===== src/i2cdc_pkg.sv =====
// shared constants and types for the i2c dma and control block
package i2cdc_pkg;

  // register byte offsets on the apb bus
  localparam logic [7:0] OFF_ISR  = 8'hD0;
  localparam logic [7:0] OFF_IMR  = 8'hD4;
  localparam logic [7:0] OFF_RDAP = 8'hD8;
  localparam logic [7:0] OFF_RDC  = 8'hDC;
  localparam logic [7:0] OFF_TDAP = 8'hE0;
  localparam logic [7:0] OFF_TDC  = 8'hE4;
  localparam logic [7:0] OFF_OAR2 = 8'hE8;
  localparam logic [7:0] OFF_GCA  = 8'hEC;
  localparam logic [7:0] OFF_CTRL = 8'hF0;

  // reset values
  localparam logic [7:0] CTRL_RST = 8'h00;
  localparam logic [7:0] REG_RST  = 8'h00;

  // control register fields
  localparam int         CTRL_PE    = 5;
  localparam int         CTRL_GC    = 4;
  localparam int         CTRL_START = 3;
  localparam int         CTRL_ACK   = 2;
  localparam int         CTRL_STOP  = 1;
  localparam int         CTRL_ITE   = 0;
  localparam logic [7:0] CTRL_WR_MASK   = 8'h3F;
  localparam logic [7:0] CTRL_PE_MASK   = 8'h20;
  localparam logic [7:0] CTRL_STOP_MASK = 8'h02;

  // priority/pending register fields: pending err, rx, tx in [2:0], level in [6:4]
  localparam int ISR_PRL_LSB = 4;
  // mask register fields
  localparam int IMR_RECEIVE_DMA_ON  = 3;
  localparam int IMR_TRANSMIT_DMA_ON  = 4;
  localparam int IMR_RECEIVE_BLOCK_DONE_PENDING = 5;
  localparam int IMR_TRANSMIT_BLOCK_DONE_PENDING = 6;
  // target select in both counter pointer registers
  localparam int PTR_SEL = 0;
  // clock range field and ten-bit flag, locked while enabled
  localparam logic [7:0] OAR2_LOCK_MASK = 8'hE1;

  // transfer limits and interrupt vector low bits
  localparam logic [7:0] RF_MAX_TRANS = 8'hDE;
  localparam logic [2:0] VEC_ERR = 3'h2;
  localparam logic [2:0] VEC_RX  = 3'h4;
  localparam logic [2:0] VEC_TX  = 3'h6;

  // control bits handed to the byte-level protocol engine
  typedef struct packed {
    logic pe;
    logic gc;
    logic start;
    logic ack;
    logic stop;
    logic global_irq_allow;
  } i2cdc_ctl_t;

  // register file access, asynchronous read, write at the clock edge
  typedef struct packed {
    logic [7:0] addr;
    logic       we;
    logic [7:0] wdata;
  } i2cdc_rf_req_t;

  // memory access, req held until ack
  typedef struct packed {
    logic        req;
    logic        we;
    logic [15:0] addr;
    logic [7:0]  wdata;
  } i2cdc_mem_req_t;

  typedef enum logic [4:0] {
    S_IDLE  = 5'b00001,
    S_FETCH = 5'b00010,
    S_XFER  = 5'b00100,
    S_STORE = 5'b01000,
    S_END   = 5'b10000
  } i2cdc_st_t;

endpackage


===== src/i2cdc_sync.sv =====
// three-stage synchroniser that accepts a change once stages two and three agree
`timescale 1ns/1ps
module i2cdc_sync
  import i2cdc_pkg::*;
#(
  parameter logic RST_VAL = 1'b1
)
(
  input  wire logic clk,
  input  wire logic srst,
  input  wire logic din,
  output logic      dout
);

  logic s1_r;
  logic s2_r;
  logic s3_r;

  // capture chain
  always_ff @(posedge clk)
  begin
    if (srst)
    begin
      s1_r <= RST_VAL;
      s2_r <= RST_VAL;
      s3_r <= RST_VAL;
    end
    else
    begin
      s1_r <= din;
      s2_r <= s1_r;
      s3_r <= s2_r;
    end
  end

  // accept only a settled level
  always_ff @(posedge clk)
  begin
    if (srst)
      dout <= RST_VAL;
    else if (s2_r == s3_r)
      dout <= s3_r;
  end

endmodule


===== src/i2cdc_chan.sv =====
// per-direction dma enable and end-of-block pending flag
`timescale 1ns/1ps
module i2cdc_chan
  import i2cdc_pkg::*;
(
  input  wire logic clk,
  input  wire logic srst,
  input  wire logic wr,
  input  wire logic wr_on,
  input  wire logic wr_done,
  input  wire logic eob,
  output logic      on_r,
  output logic      done_r
);

  // end of block drops the enable until software sets it again
  always_ff @(posedge clk)
  begin
    if (srst)
      on_r <= 1'b0;
    else if (eob)
      on_r <= 1'b0;
    else if (wr)
      on_r <= wr_on;
  end

  // pending flag: hardware set wins over a software clear
  always_ff @(posedge clk)
  begin
    if (srst)
      done_r <= 1'b0;
    else if (eob)
      done_r <= 1'b1;
    else if (wr)
      done_r <= done_r & wr_done;
  end

endmodule


===== src/i2cdc_top.sv =====
// dma engine, control register and apb register file for the i2c interface
//
// The APB register port was decided locally.
`timescale 1ns/1ps
module i2cdc_top
  import i2cdc_pkg::*;
(
  input  wire logic            clk,
  input  wire logic            srst,
  input  wire logic [7:0]      paddr,
  input  wire logic            psel,
  input  wire logic            penable,
  input  wire logic            pwrite,
  input  wire logic [31:0]     pwdata,
  output logic      [31:0]     prdata,
  output logic                 pready,
  output logic                 pslverr,
  output i2cdc_ctl_t           ctl,
  output logic      [7:0]      own_high,
  output logic      [7:0]      gc_addr,
  input  wire logic            start_sent,
  input  wire logic            stop_sent,
  input  wire logic            err_event,
  input  wire logic            rx_event,
  input  wire logic            tx_event,
  input  wire logic            rx_byte_ready,
  input  wire logic [7:0]      rx_byte,
  input  wire logic            tx_byte_need,
  output logic      [7:0]      tx_byte,
  output logic                 dma_rx_done,
  output logic                 dma_tx_done,
  output logic                 dma_req,
  input  wire logic            dma_grant,
  output i2cdc_rf_req_t        rf_req,
  input  wire logic [7:0]      rf_rdata,
  output i2cdc_mem_req_t       mem_req,
  input  wire logic            mem_ack,
  input  wire logic [7:0]      mem_rdata,
  output logic                 irq_req,
  output logic      [2:0]      irq_vec,
  output logic      [2:0]      irq_prl,
  input  wire logic            scl_in,
  output logic                 scl_out,
  output logic                 scl_oe,
  output logic                 pin_alt_sel
);

  logic [7:0]     ctrl_r;
  logic [7:0]     oar2_r;
  logic [7:0]     gca_r;
  logic [7:0]     rdap_r;
  logic [7:0]     rdc_r;
  logic [7:0]     tdap_r;
  logic [7:0]     tdc_r;
  logic [2:0]     prl_r;
  logic [2:0]     pend_r;
  logic [2:0]     mask_r;
  logic [31:0]    prdata_r;
  i2cdc_st_t      state_r;
  logic [1:0]     step_r;
  logic           ph_r;
  logic           dir_r;
  logic           rfm_r;
  logic [15:0]    addr_r;
  logic [15:0]    cnt_r;
  i2cdc_rf_req_t  rf_req_r;
  i2cdc_mem_req_t mem_req_r;
  logic [7:0]     tx_byte_r;
  logic           done_rx_r;
  logic           done_tx_r;
  logic           hold_r;
  logic           scl_s;
  logic           rx_on;
  logic           tx_on;
  logic           reob;
  logic           teob;
  logic           pe;
  logic           wr_en;
  logic           rd_setup;
  logic           imr_wr;
  logic           mapped;
  logic [7:0]     rd_mux;
  logic           want_rx;
  logic           want_tx;
  logic           err_req;
  logic           rx_req;
  logic           tx_req;
  logic           last_step;
  logic           cnt_zero;
  logic           eob_rx;
  logic           eob_tx;
  logic           dma_pend;
  logic [7:0]     aptr_cur;
  logic [7:0]     cptr_cur;
  logic [7:0]     rf_cnt_ld;
  logic [2:0]     pend_set;

  // register-file location of one table byte
  function automatic logic [7:0] tbl_loc(input logic [1:0] step, input logic rfm,
                                         input logic [7:0] aptr, input logic [7:0] cptr);
    logic [7:0] base;
    base    = (rfm || step[1]) ? cptr : aptr;
    tbl_loc = {base[7:1], step[0]};
  endfunction

  // table byte written back at one step
  function automatic logic [7:0] tbl_byte(input logic [1:0] step, input logic rfm,
                                          input logic [15:0] a, input logic [15:0] c);
    logic [15:0] w;
    w = (rfm ? step[0] : step[1]) ? c : a;
    if (rfm || step[0])
      tbl_byte = w[7:0];
    else
      tbl_byte = w[15:8];
  endfunction

  // apb decode and handshake, no wait states
  assign pe       = ctrl_r[CTRL_PE];
  assign wr_en    = psel && penable && pwrite;
  assign rd_setup = psel && !penable && !pwrite;
  assign imr_wr   = wr_en && (paddr == OFF_IMR);
  assign pready   = penable;
  assign pslverr  = psel && penable && !mapped;
  assign prdata   = prdata_r;

  // read multiplexer
  always_comb
  begin
    mapped = 1'b1;
    rd_mux = REG_RST;
    unique case (paddr)
      OFF_CTRL: rd_mux = ctrl_r;
      OFF_ISR:  rd_mux = {1'b0, prl_r, 1'b0, pend_r};
      OFF_IMR:  rd_mux = {1'b0, teob, reob, tx_on, rx_on, mask_r};
      OFF_RDAP: rd_mux = rdap_r;
      OFF_RDC:  rd_mux = rdc_r;
      OFF_TDAP: rd_mux = tdap_r;
      OFF_TDC:  rd_mux = tdc_r;
      OFF_OAR2: rd_mux = oar2_r;
      OFF_GCA:  rd_mux = gca_r;
      default:  mapped = 1'b0;
    endcase
  end

  // read data captured in the setup cycle
  always_ff @(posedge clk)
  begin
    if (srst)
      prdata_r <= 32'h00000000;
    else if (rd_setup)
      prdata_r <= {24'h000000, rd_mux};
  end

  // control register: two-step enable, disable clears all but stop
  always_ff @(posedge clk)
  begin
    if (srst)
      ctrl_r <= CTRL_RST;
    else if (wr_en && (paddr == OFF_CTRL))
    begin
      if (!pe || !pwdata[CTRL_PE])
        ctrl_r <= (pwdata[7:0] & CTRL_PE_MASK)
                | (pwdata[CTRL_PE] ? (ctrl_r & CTRL_STOP_MASK) : (pwdata[7:0] & CTRL_STOP_MASK));
      else
        ctrl_r <= pwdata[7:0] & CTRL_WR_MASK;
    end
    else
    begin
      if (start_sent)
        ctrl_r[CTRL_START] <= 1'b0;
      if (stop_sent)
        ctrl_r[CTRL_STOP] <= 1'b0;
    end
  end

  // own-address high and general call registers, locked bits while enabled
  always_ff @(posedge clk)
  begin
    if (srst)
    begin
      oar2_r <= REG_RST;
      gca_r  <= REG_RST;
    end
    else if (wr_en)
    begin
      if (paddr == OFF_OAR2)
        oar2_r <= pe ? ((oar2_r & OAR2_LOCK_MASK) | (pwdata[7:0] & ~OAR2_LOCK_MASK))
                     : pwdata[7:0];
      if ((paddr == OFF_GCA) && !pe)
        gca_r <= pwdata[7:0];
    end
  end

  // dma pointer registers
  always_ff @(posedge clk)
  begin
    if (srst)
    begin
      rdap_r <= REG_RST;
      rdc_r  <= REG_RST;
      tdap_r <= REG_RST;
      tdc_r  <= REG_RST;
    end
    else if (wr_en)
    begin
      if (paddr == OFF_RDAP)
        rdap_r <= pwdata[7:0];
      if (paddr == OFF_RDC)
        rdc_r <= pwdata[7:0];
      if (paddr == OFF_TDAP)
        tdap_r <= pwdata[7:0];
      if (paddr == OFF_TDC)
        tdc_r <= pwdata[7:0];
    end
  end

  // data interrupts need global enable and are replaced by dma when on
  assign pend_set = {tx_event && ctrl_r[CTRL_ITE] && !tx_on,
                     rx_event && ctrl_r[CTRL_ITE] && !rx_on,
                     err_event && ctrl_r[CTRL_ITE]};

  // priority level and pending bits, set wins over clear
  always_ff @(posedge clk)
  begin
    if (srst)
    begin
      prl_r  <= 3'h0;
      pend_r <= 3'h0;
    end
    else
    begin
      if (wr_en && (paddr == OFF_ISR))
        prl_r <= pwdata[ISR_PRL_LSB +: 3];
      pend_r <= ((wr_en && (paddr == OFF_ISR)) ? (pend_r & pwdata[2:0]) : pend_r) | pend_set;
    end
  end

  // interrupt masks
  always_ff @(posedge clk)
  begin
    if (srst)
      mask_r <= 3'h0;
    else if (imr_wr)
      mask_r <= pwdata[2:0];
  end

  // per-direction dma enable and end-of-block state
  i2cdc_chan u_rx_chan (
    .clk     (clk),
    .srst    (srst),
    .wr      (imr_wr),
    .wr_on   (pwdata[IMR_RECEIVE_DMA_ON]),
    .wr_done (pwdata[IMR_RECEIVE_BLOCK_DONE_PENDING]),
    .eob     (eob_rx),
    .on_r    (rx_on),
    .done_r  (reob)
  );

  i2cdc_chan u_tx_chan (
    .clk     (clk),
    .srst    (srst),
    .wr      (imr_wr),
    .wr_on   (pwdata[IMR_TRANSMIT_DMA_ON]),
    .wr_done (pwdata[IMR_TRANSMIT_BLOCK_DONE_PENDING]),
    .eob     (eob_tx),
    .on_r    (tx_on),
    .done_r  (teob)
  );

  // request ranking: error, dma, receive, transmit
  assign err_req = pend_r[0] && mask_r[0];
  assign rx_req  = (pend_r[1] || reob) && mask_r[1];
  assign tx_req  = (pend_r[2] || teob) && mask_r[2];
  assign want_rx = pe && rx_on && rx_byte_ready;
  assign want_tx = pe && tx_on && tx_byte_need;
  assign dma_req = (state_r == S_IDLE) && !done_rx_r && !done_tx_r
                 && (want_rx || want_tx) && !err_req;
  assign irq_req = err_req || (!dma_req && (rx_req || tx_req));
  assign irq_vec = err_req ? VEC_ERR : (rx_req ? VEC_RX : VEC_TX);
  assign irq_prl = prl_r;

  // engine helpers
  assign aptr_cur  = dir_r ? tdap_r : rdap_r;
  assign cptr_cur  = dir_r ? tdc_r : rdc_r;
  assign last_step = step_r == (rfm_r ? 2'h1 : 2'h3);
  assign cnt_zero  = rfm_r ? (cnt_r[7:0] == 8'h00) : (cnt_r == 16'h0000);
  assign eob_rx    = (state_r == S_END) && !dir_r && cnt_zero;
  assign eob_tx    = (state_r == S_END) && dir_r && cnt_zero;
  assign rf_cnt_ld = (rf_rdata > RF_MAX_TRANS) ? RF_MAX_TRANS : rf_rdata;

  // dma engine: fetch table, move byte, write table back
  always_ff @(posedge clk)
  begin
    if (srst)
    begin
      state_r   <= S_IDLE;
      step_r    <= 2'h0;
      ph_r      <= 1'b0;
      dir_r     <= 1'b0;
      rfm_r     <= 1'b0;
      addr_r    <= 16'h0000;
      cnt_r     <= 16'h0000;
      rf_req_r  <= '0;
      mem_req_r <= '0;
      tx_byte_r <= 8'h00;
      done_rx_r <= 1'b0;
      done_tx_r <= 1'b0;
    end
    else
    begin
      done_rx_r <= 1'b0;
      done_tx_r <= 1'b0;
      unique case (state_r)
        S_IDLE:
          if (dma_req && dma_grant)
          begin
            dir_r   <= !want_rx;
            rfm_r   <= want_rx ? rdc_r[PTR_SEL] : tdc_r[PTR_SEL];
            step_r  <= 2'h0;
            ph_r    <= 1'b0;
            state_r <= S_FETCH;
          end
        S_FETCH:
          if (!ph_r)
          begin
            rf_req_r.addr <= tbl_loc(step_r, rfm_r, aptr_cur, cptr_cur);
            ph_r          <= 1'b1;
          end
          else
          begin
            if (rfm_r ? step_r[0] : step_r[1])
            begin
              if (rfm_r)
                cnt_r <= {8'h00, rf_cnt_ld};
              else if (step_r[0])
                cnt_r[7:0] <= rf_rdata;
              else
                cnt_r[15:8] <= rf_rdata;
            end
            else
            begin
              if (rfm_r)
                addr_r <= {8'h00, rf_rdata};
              else if (step_r[0])
                addr_r[7:0] <= rf_rdata;
              else
                addr_r[15:8] <= rf_rdata;
            end
            ph_r <= 1'b0;
            if (last_step)
            begin
              step_r  <= 2'h0;
              state_r <= S_XFER;
            end
            else
              step_r <= step_r + 2'h1;
          end
        S_XFER:
          if (rfm_r)
          begin
            if (!ph_r)
            begin
              rf_req_r.addr  <= addr_r[7:0];
              rf_req_r.we    <= !dir_r;
              rf_req_r.wdata <= rx_byte;
              ph_r           <= 1'b1;
            end
            else
            begin
              rf_req_r.we <= 1'b0;
              if (dir_r)
                tx_byte_r <= rf_rdata;
              addr_r  <= addr_r + 16'h0001;
              cnt_r   <= cnt_r - 16'h0001;
              ph_r    <= 1'b0;
              state_r <= S_STORE;
            end
          end
          else if (!mem_req_r.req)
          begin
            mem_req_r.req   <= 1'b1;
            mem_req_r.we    <= !dir_r;
            mem_req_r.addr  <= addr_r;
            mem_req_r.wdata <= rx_byte;
          end
          else if (mem_ack)
          begin
            mem_req_r.req <= 1'b0;
            mem_req_r.we  <= 1'b0;
            if (dir_r)
              tx_byte_r <= mem_rdata;
            addr_r  <= addr_r + 16'h0001;
            cnt_r   <= cnt_r - 16'h0001;
            state_r <= S_STORE;
          end
        S_STORE:
          if (!ph_r)
          begin
            rf_req_r.addr  <= tbl_loc(step_r, rfm_r, aptr_cur, cptr_cur);
            rf_req_r.we    <= 1'b1;
            rf_req_r.wdata <= tbl_byte(step_r, rfm_r, addr_r, cnt_r);
            ph_r           <= 1'b1;
          end
          else
          begin
            rf_req_r.we <= 1'b0;
            ph_r        <= 1'b0;
            if (last_step)
              state_r <= S_END;
            else
              step_r <= step_r + 2'h1;
          end
        S_END:
        begin
          done_rx_r <= !dir_r;
          done_tx_r <= dir_r;
          state_r   <= S_IDLE;
        end
      endcase
    end
  end

  assign rf_req      = rf_req_r;
  assign mem_req     = mem_req_r;
  assign tx_byte     = tx_byte_r;
  assign dma_rx_done = done_rx_r;
  assign dma_tx_done = done_tx_r;

  // clock line sampled from the pin
  i2cdc_sync #(
    .RST_VAL (1'b1)
  ) u_scl_sync (
    .clk  (clk),
    .srst (srst),
    .din  (scl_in),
    .dout (scl_s)
  );

  // stretch the clock while a dma byte is outstanding
  assign dma_pend = want_rx || want_tx;
  always_ff @(posedge clk)
  begin
    if (srst || !pe)
      hold_r <= 1'b0;
    else if (!dma_pend)
      hold_r <= 1'b0;
    else if (!scl_s)
      hold_r <= 1'b1;
  end

  // pins and control outputs
  assign scl_out     = 1'b0;
  assign scl_oe      = hold_r && pe;
  assign pin_alt_sel = pe;
  assign own_high    = oar2_r;
  assign gc_addr     = gca_r;
  assign ctl.pe      = pe;
  assign ctl.gc      = ctrl_r[CTRL_GC];
  assign ctl.start   = ctrl_r[CTRL_START];
  assign ctl.ack     = ctrl_r[CTRL_ACK];
  assign ctl.stop    = ctrl_r[CTRL_STOP];
  assign ctl.global_irq_allow     = ctrl_r[CTRL_ITE];

endmodule


===== config.mk =====
export PLATFORM = sky130hd
export DESIGN_NAME = i2cdc_top
export DESIGN_NICKNAME = d
export VERILOG_FILES = /design/src/i2cdc_pkg.sv /design/src/i2cdc_sync.sv /design/src/i2cdc_chan.sv /design/src/i2cdc_top.sv
export SDC_FILE = /design/constraint.sdc
export NUM_CORES = 1
export LEC_CHECK = 0
export ABC_CLOCK_PERIOD_IN_PS = 2300
export BUFFER_PORTS_ARGS = -buffer_cell sky130_fd_sc_hd__clkbuf_2
export CAP_MARGIN = 10
export CORE_MARGIN = 2
export CORE_UTILIZATION = 55
export CTS_CLUSTER_SIZE = 25
export DETAILED_ROUTE_END_ITERATION = 10
export PLACE_DENSITY = 0.86
export SYNTH_ARGS = -nofsm -noshare
export SYNTH_HDL_FRONTEND = slang
export SYNTH_SLANG_ARGS = --single-unit

===== constraint.sdc =====
create_clock -name clk -period 2.3 [get_ports clk]
set_input_delay 0.46 -clock clk [delete_from_list [all_inputs] [get_ports clk]]
set_output_delay 0.46 -clock clk [all_outputs]
set_load 0.03 [all_outputs]

==> key figures, run 1 <==
Worst setup path
  • Setup CP Type: reg -> out
  • Worst EP required: 1.84 ns
  • Setup crit end kind: primary output
  • WP data arrival: 1.78 ns
  • Crit-path max cell delay: 0.45 ns
  • Worst path top cell family by delay: flip-flops
  • CP max stage cell: dfxtp_1
  • CP Max Fanout: 5
  • Worst setup SP type: flop
  • Buf+Inv Stages, Crit Path: 1
  • CP cell instances: a22o_1, nand4_4, nor2b_4, o21ai_1, buf_4

Pwr
  • Pint: 5.05 mW
  • Clock Power Share: 40.3%
  • Sequential power share: 44.9%
  • Sw Ratio: around 29%
  • Switch Pwr: ~2.0 mW
  • VDD IR max: 570 µV
  • Gate power share: 14.8%
  • Leak: 4.27 nW
  • Cell area power density: about 640 nW/µm²

Final layout
  • Ant diodes: 0
  • Area delta synth->final: 16.5%
  • Fill cells: 1412
  • Layout Utilization: 65.1%
  • Reg area: 3510 µm²
  • Final cell count without fillers: 1522
  • Share of cells above drive strength 1: 23.2%
  • Most frequent cells in the layout: dfxtp_1 (171), clkbuf_2 (146), nand2_1 (136)
  • Final nets: 1368
  • Multi-input gate area: 5480 µm²
  • Most common cell after layout, fill and taps aside: dfxtp_1

Placed design
  • HPWL after DPL: 21.3 mm
  • Cell Count Post-Placement: approximately 1.5k
  • Place WS: 0.208 ns
  • Final Wtd Congestion: 0.955
  • Port Buffer Count: 148

Synth
  • Synth Area per Inst: 8.32 µm²
  • Number of flops mapped to enable cells by yosys: 0
  • Post-Syn Instances: 1148
  • Async set-reset flop share out of synthesis: 0%
  • Cell area after synthesis: 9560 µm²
  • Register area share after synthesis: 36.7%
  • Seq cells post-synth: 175
  • Yosys warns: 0
  • Netlist cell types: 91
  • Dominant synthesized flop cell: dfxtp_1

Timing
  • Max-slew violation count: 0
  • Setup TNS: 0 ns
  • Setup Skew: 0.00865 ns
  • Period minus WS final: 2.24 ns
  • Unrepaired setup endpoints after global routing: false
  • # setup viols final: 0
  • Actual slew at the worst max-slew pin: about 0.64 ns
  • Tcrit/Tclk final: 97.5%
  • Final setup margin: 0.0585 ns
  • Final hold violations: 0
  • Slew Limit Headroom: 57.0%
  • Fmax: 0.446 GHz

Die
  • DIE AREA: between 15000 and 20000 µm²
  • Starting density of the core: 55.8%
  • Die height: 136 µm
  • Row cnt: 48
  • Die extent in x: 136 µm
  • Io pins: slightly below 200
  • Placeable Area: 17100 µm²

Clock network
  • # clock sinks: between 150 and 200
  • Clock slew at reported path FFs: around 0.070 ns
  • Cell chosen for the clock root: clkbuf_16
  • CTS tree: yes
  • CTS Buf Count: 17
  • Clock H-tree levels: 4
  • CTS Buffer Depth: 2
  • Hold-fix buffers at CTS: 0
  • Clk_lat worst skew: 0.44 ns

GRT
  • GRT Total Usage: between 30% and 40%
  • Pin count of the biggest net entering global routing: between 40 and 50
  • First-pass GRT wire length: 45.9 mm
  • Vias in the first global route: a little under 9k
  • Initial antenna violation count: 0
  • Overflow left after global routing: 0

Hold path
  • Hold WC Path Type: in -> reg

Routing
  • Number of remaining DRC errors: 0
  • Detailed-route wire length per cell: between 15 and 20 µm
  • Total number of vias: 9564
  • Detail Route Antenna Nets: 0
  • Final wirelength: roughly 29 mm
  • Starting DRC count in detailed routing: 1080
  • Drt pass-1 iters: 6
  • Via-to-Cell Ratio: 6.28

Job
  • Maxcap violations: 0

Status
  • Status: complete, no violations
==> synthesized netlist by cell type, types with 4 or more instances <==
cell type,instances,area [µm²]
o21a_1,5,37.5
and2_1,13,81.3
nand3b_1,5,37.5
a211oi_1,23,173
o32ai_1,4,35.0
dfxtp_1,175,3500
nor3b_1,5,37.5
nand4_1,18,113
a22oi_1,17,128
clkbuf_1,52,195
nand2_1,136,510
buf_2,25,125
mux4_2,7,158
nand3_1,28,140
a311oi_1,21,184
nor3_1,27,135
nor2_1,119,447
a311o_1,8,80.1
nor2_2,4,25.0
o211ai_1,4,30.0
nor4_1,9,56.3
mux2i_1,77,771
nor2b_1,17,106
o21ai_0,67,335
a32oi_1,6,52.6
and3_1,7,43.8
and4_1,5,43.8
a21oi_1,91,455
nand2b_1,9,56.3
ha_1,4,50.1
buf_4,35,263
buf_6,4,45.0
o22ai_1,10,62.6
inv_1,8,30.0
o211a_1,4,40.0
a31oi_1,4,25.0
mux2_2,7,78.8
or2_2,5,31.3
==> power by group through the flow <==
stage / Clock, mW / Sequential (mW) / Combinational [mW]
floorplan: 0 / 3.22 / 0.741
global placement: 0 / 3.24 / 1.00
detailed placement: 0 / 3.25 / 1.01
CTS: 2.87 / 3.18 / 1.02
global route: 3.01 / 3.19 / 1.12
finish: 2.86 / 3.18 / 1.05
==> worst paths after layout <==
check,start,end,slack [ns],cells after the start
worst max-delay path,u_rx_chan.on_r,irq_req,0.06,5
worst min-delay path,scl_in,u_scl_sync.s1_r,0.21,2
worst max register to register,state_r[3],addr_r[15],0.18,6
worst min register to register,u_scl_sync.s1_r,u_scl_sync.s2_r,0.41,1
==> routing by layer <==
layer  up-vias  GRT usage (%)  wire length, µm
li1       4411              -                -
met4         0           16.7             1310
met1      4507           39.6            11900
met2       541           52.2            13800
met5         -              0                0
met3       105           5.15             2230
==> registers in the layout, indices dropped and copies added (netlist names), 2 cells and up <==
name and flops:
tdap_r 8, addr_r 16, prdata 8, irq_prl 3, tdc_r 8, mask_r 3
rf_req 17, mem_req 26, pend_r 3, gc_addr 8, own_high 8, step_r 2
state_r 5, cnt_r 16, ctrl_r 6, tx_byte 8, rdc_r 8, rdap_r 8
==> stage by stage <==
stage / power (mW) / instance area [µm²] / hold WS [ns]
6_report: 7.10 / 11100 / 0.205
5_1_grt: 7.32 / 11100 / 0.200
4_1_cts: 7.07 / 11100 / 0.199
3_5_place_dp: 4.26 / 10500 / 0.400
3_3_place_gp: 4.24 / 10500 / 0.398
2_1_floorplan: 3.96 / 9650 / 0.389
==> timing repair <==
item,CTS,global route
setup buffers,1,0
pin swaps,1,0
hold endpoints to repair,0,0
setup endpoints to repair,2,1
gates resized for setup,6,6
==> logic make-up (layout without fill, tap and decap cells) <==
family,count (synthesis),in the layout,share of synthesized area (%)
compound gates,304,304,21.5
xor+xnor,2,2,0.183
fa+ha+maj,4,4,0.524
buf+inv,129,253,7.28
flops,175,175,36.7
mux,91,91,10.5
other cells,1,26,0.0392
simple gates,442,442,23.3
==> cell type report <==
type / count / area share, %
timing repair buffer: 213 / 11.3
tap: 225 / 2.53
inverter: 9 / 0.303
multi-input combinational: 869 / 49.2
clock inverter: 13 / 1.25
sequential: 175 / 31.5
clock buffer: 18 / 3.85
Power figures use the tool's default switching activity.
==> run 2: changes to the inputs <==
ABC_AREA = 1   (was unset)
==> key figures, run 2 <==
Status
  • Status: complete, no violations

GRT
  • Vias in the first global route: 9334 (+5.3%)
  • GRT Total Usage: 30.7% (-0.92 points)
  • Initial antenna violation count: 0 (unchanged)
  • Overflow left after global routing: 0 (unchanged)
  • First-pass GRT wire length: 44.5 mm (-2.9%)
  • Pin count of the biggest net entering global routing: 79 (+65%)

Routing
  • Total number of vias: 10.1k (+5.5%)
  • Number of remaining DRC errors: 0 (unchanged)
  • Drt pass-1 iters: 6 (unchanged)
  • Detailed-route wire length per cell: 15.7 µm (-18%)
  • Via-to-Cell Ratio: 5.61 (-11%)
  • Starting DRC count in detailed routing: 1155 (+6.9%)
  • Final wirelength: 28.3 mm (-3.4%)
  • Detail Route Antenna Nets: 0 (unchanged)

Synth
  • Netlist cell types: 43 (-53%)
  • Post-Syn Instances: 1437 (+25%)
  • Register area share after synthesis: 37.4% (+0.78 points)
  • Leading area contributor after synthesis: dfxtp_1
  • Yosys warns: 0 (unchanged)
  • Cell area after synthesis: 9360 µm² (-2.1%)
  • Number of flops mapped to enable cells by yosys: 0 (unchanged)
  • Dominant synthesized flop cell: dfxtp_1
  • Largest cells by area after synthesis: dfxtp_1 (37%), nand2_1 (11%), o21ai_0 (9.7%), nor2_1 (8.2%), a21oi_1 (8.1%)
  • Synth top area share: 37.4% (+0.78 points)
  • Commonest cells post-synth: nand2_1 (272), nor2_1 (204), o21ai_0 (182)
  • Seq cells post-synth: 175 (unchanged)
  • Async set-reset flop share out of synthesis: 0% (unchanged)
  • Count leader, synth: nand2_1
  • Synth Area per Inst: 6.51 µm² (-22%)

Pwr
  • Cell area power density: 905 nW/µm² (+42%)
  • Gate power share: 33.7% (+19 points)
  • Sequential power share: 37.9% (-7.0 points)
  • Sw Ratio: 39.8% (+11 points)
  • Clock Power Share: 28.5% (-12 points)
  • Switch Pwr: 3.88 mW (+90%)
  • Pint: 5.87 mW (+16%)
  • Leak: 4.80 nW (+12%)
  • VDD IR max: 698 µV (+22%)
  • Tot Pwr: 9.75 mW (+37%)

Timing
  • Final hold violations: 0 (unchanged)
  • Setup TNS: 0 ns (unchanged)
  • Slew Limit Headroom: 53.1% (-4.0 points)
  • Unrepaired setup endpoints after global routing: false
  • # setup viols final: 0 (unchanged)
  • Setup Skew: 0.00995 ns (+0.00130 ns)
  • Worst hold slack: 0.220 ns (+0.0153 ns)
  • Max-slew violation count: 0 (unchanged)
  • Tcrit/Tclk final: 94.1% (-3.4 points)
  • Actual slew at the worst max-slew pin: 0.701 ns (+0.0567 ns)
  • Period minus WS final: 2.16 ns (-0.0781 ns)
  • Fmax: 0.462 GHz (+3.6%)

Die
  • Placeable Area: 16600 µm² (-3.1%)
  • Die height: 134 µm (-1.0%)
  • Io pins: 199 (unchanged)
  • Starting density of the core: 56.4% (+0.59 points)
  • Die extent in x: 134 µm (-1.0%)
  • Row cnt: 47 (-2.1%)
  • DIE AREA: 18100 µm² (-2.0%)

Placed design
  • Port Buffer Count: 148 (unchanged)
  • HPWL after DPL: 20.2 mm (-5.4%)
  • Final Wtd Congestion: 0.970 (+1.6%)

Clock network
  • Clk_lat worst skew: 0.44 ns (about the same)
  • # clock sinks: 175 (unchanged)
  • CTS Buf Count: 17 (unchanged)
  • Clock H-tree levels: 4 (unchanged)
  • Cell chosen for the clock root: clkbuf_16
  • CTS Buffer Depth: 2 (unchanged)
  • Clock slew at reported path FFs: 0.06 ns (about the same)
  • CTS tree: yes

Final layout
  • Ant diodes: 0 (unchanged)
  • Most frequent cells in the layout: nand2_1 (272), nor2_1 (202), o21ai_0 (181)
  • Most common cell after layout, fill and taps aside: nand2_1
  • Largest register FFs: 26 (unchanged)
  • Final nets: 1651 (+21%)
  • Area delta synth->final: 15.2%
  • Share of cells above drive strength 1: 15.9% (-7.3 points)

Worst setup path
  • CP Max Fanout: 3 (-2)
  • Worst EP required: 1.84 ns (about the same)
  • Setup crit end kind: primary output
  • Worst setup SP type: flop
  • WP data arrival: 1.70 ns (-0.08 ns)
  • Setup CP Type: reg -> out

Job
  • Maxcap violations: 0 (unchanged)

Hold path
  • Hold WC Path Type: in -> reg
[run 2: final cells by class]
type / count / area, µm²
fillers: 1488 / 5810
multi-input cells: 1045 / 4860
flip-flops and latches: 175 / 3500
repair buffers: 179 / 1010
inverters: 150 / 564
clock buffers: 18 / 439
well taps: 220 / 275
clock inverters: 13 / 116
[run 2: timing repair]
item,4_1_cts,5_1_grt
hold buffers,0,0
resized for setup,0,2
setup buffers,0,2
setup endpoints to repair,0,8
[run 2: per-layer routing]
metal / vias up / GRT usage [%] / wire length (µm)
met1: 4572 / 35.6 / 10900
met2: 488 / 52.5 / 13800
met3: 120 / 5.78 / 2090
li1: 4910 / - / -
met5: - / 0 / 0
met4: 0 / 18.2 / 1500
[run 2: path summary, 6_finish.rpt]
kind / slack [ns] / cells past startpoint / start / endpoint
max reg2reg: 0.23 / 8 / rfm_r / addr_r[3]
min reg2reg: 0.42 / 1 / u_scl_sync.s1_r / u_scl_sync.s2_r
max: 0.14 / 5 / state_r[2] / irq_req
min: 0.22 / 2 / scl_in / u_scl_sync.s1_r
[run 2: cell families (layout without fill, tap and decap cells)]
kind of cell / Yosys count / in the layout / share of synthesized area (%)
DFF: 175 / 175 / 37.4
AOI/OAI and AO/OA: 362 / 362 / 20.0
xor gates and xnor gates: 2 / 2 / 0.187
other: 1 / 26 / 0.0401
adders and majority gates: 4 / 4 / 0.535
and+or+nand+nor: 651 / 651 / 30.2
buffers and inverters: 242 / 360 / 11.6
[run 2: worst max-delay path: stages (launching register included)]
cell	delay, ns
dfxtp_1	0.34
nor2_2	0.20
nand4_1	0.22
nor2_2	0.25
o21ai_1	0.08
clkbuf_2	0.19
[run 2: per-stage QoR]
stage	worst slack, ns	utilization [%]	instance area, µm²	cells
2_1_floorplan	0.0499	-	9450	1462
3_3_place_gp	0.319	61.5	10200	1767
3_5_place_dp	0.234	61.5	10200	1767
4_1_cts	0.0533	64.9	10800	1798
5_1_grt	0.0479	65.0	10800	1800
6_report	0.137	65.0	10800	1800
[run 2: power by group through the flow]
stage	clock, mW	combinational [mW]	sequential, mW
floorplan	0	2.25	3.90
CTS	2.78	3.20	3.68
global placement	0	3.06	3.74
detailed placement	0	3.16	3.74
finish	2.78	3.28	3.69
global route	2.89	3.68	3.73
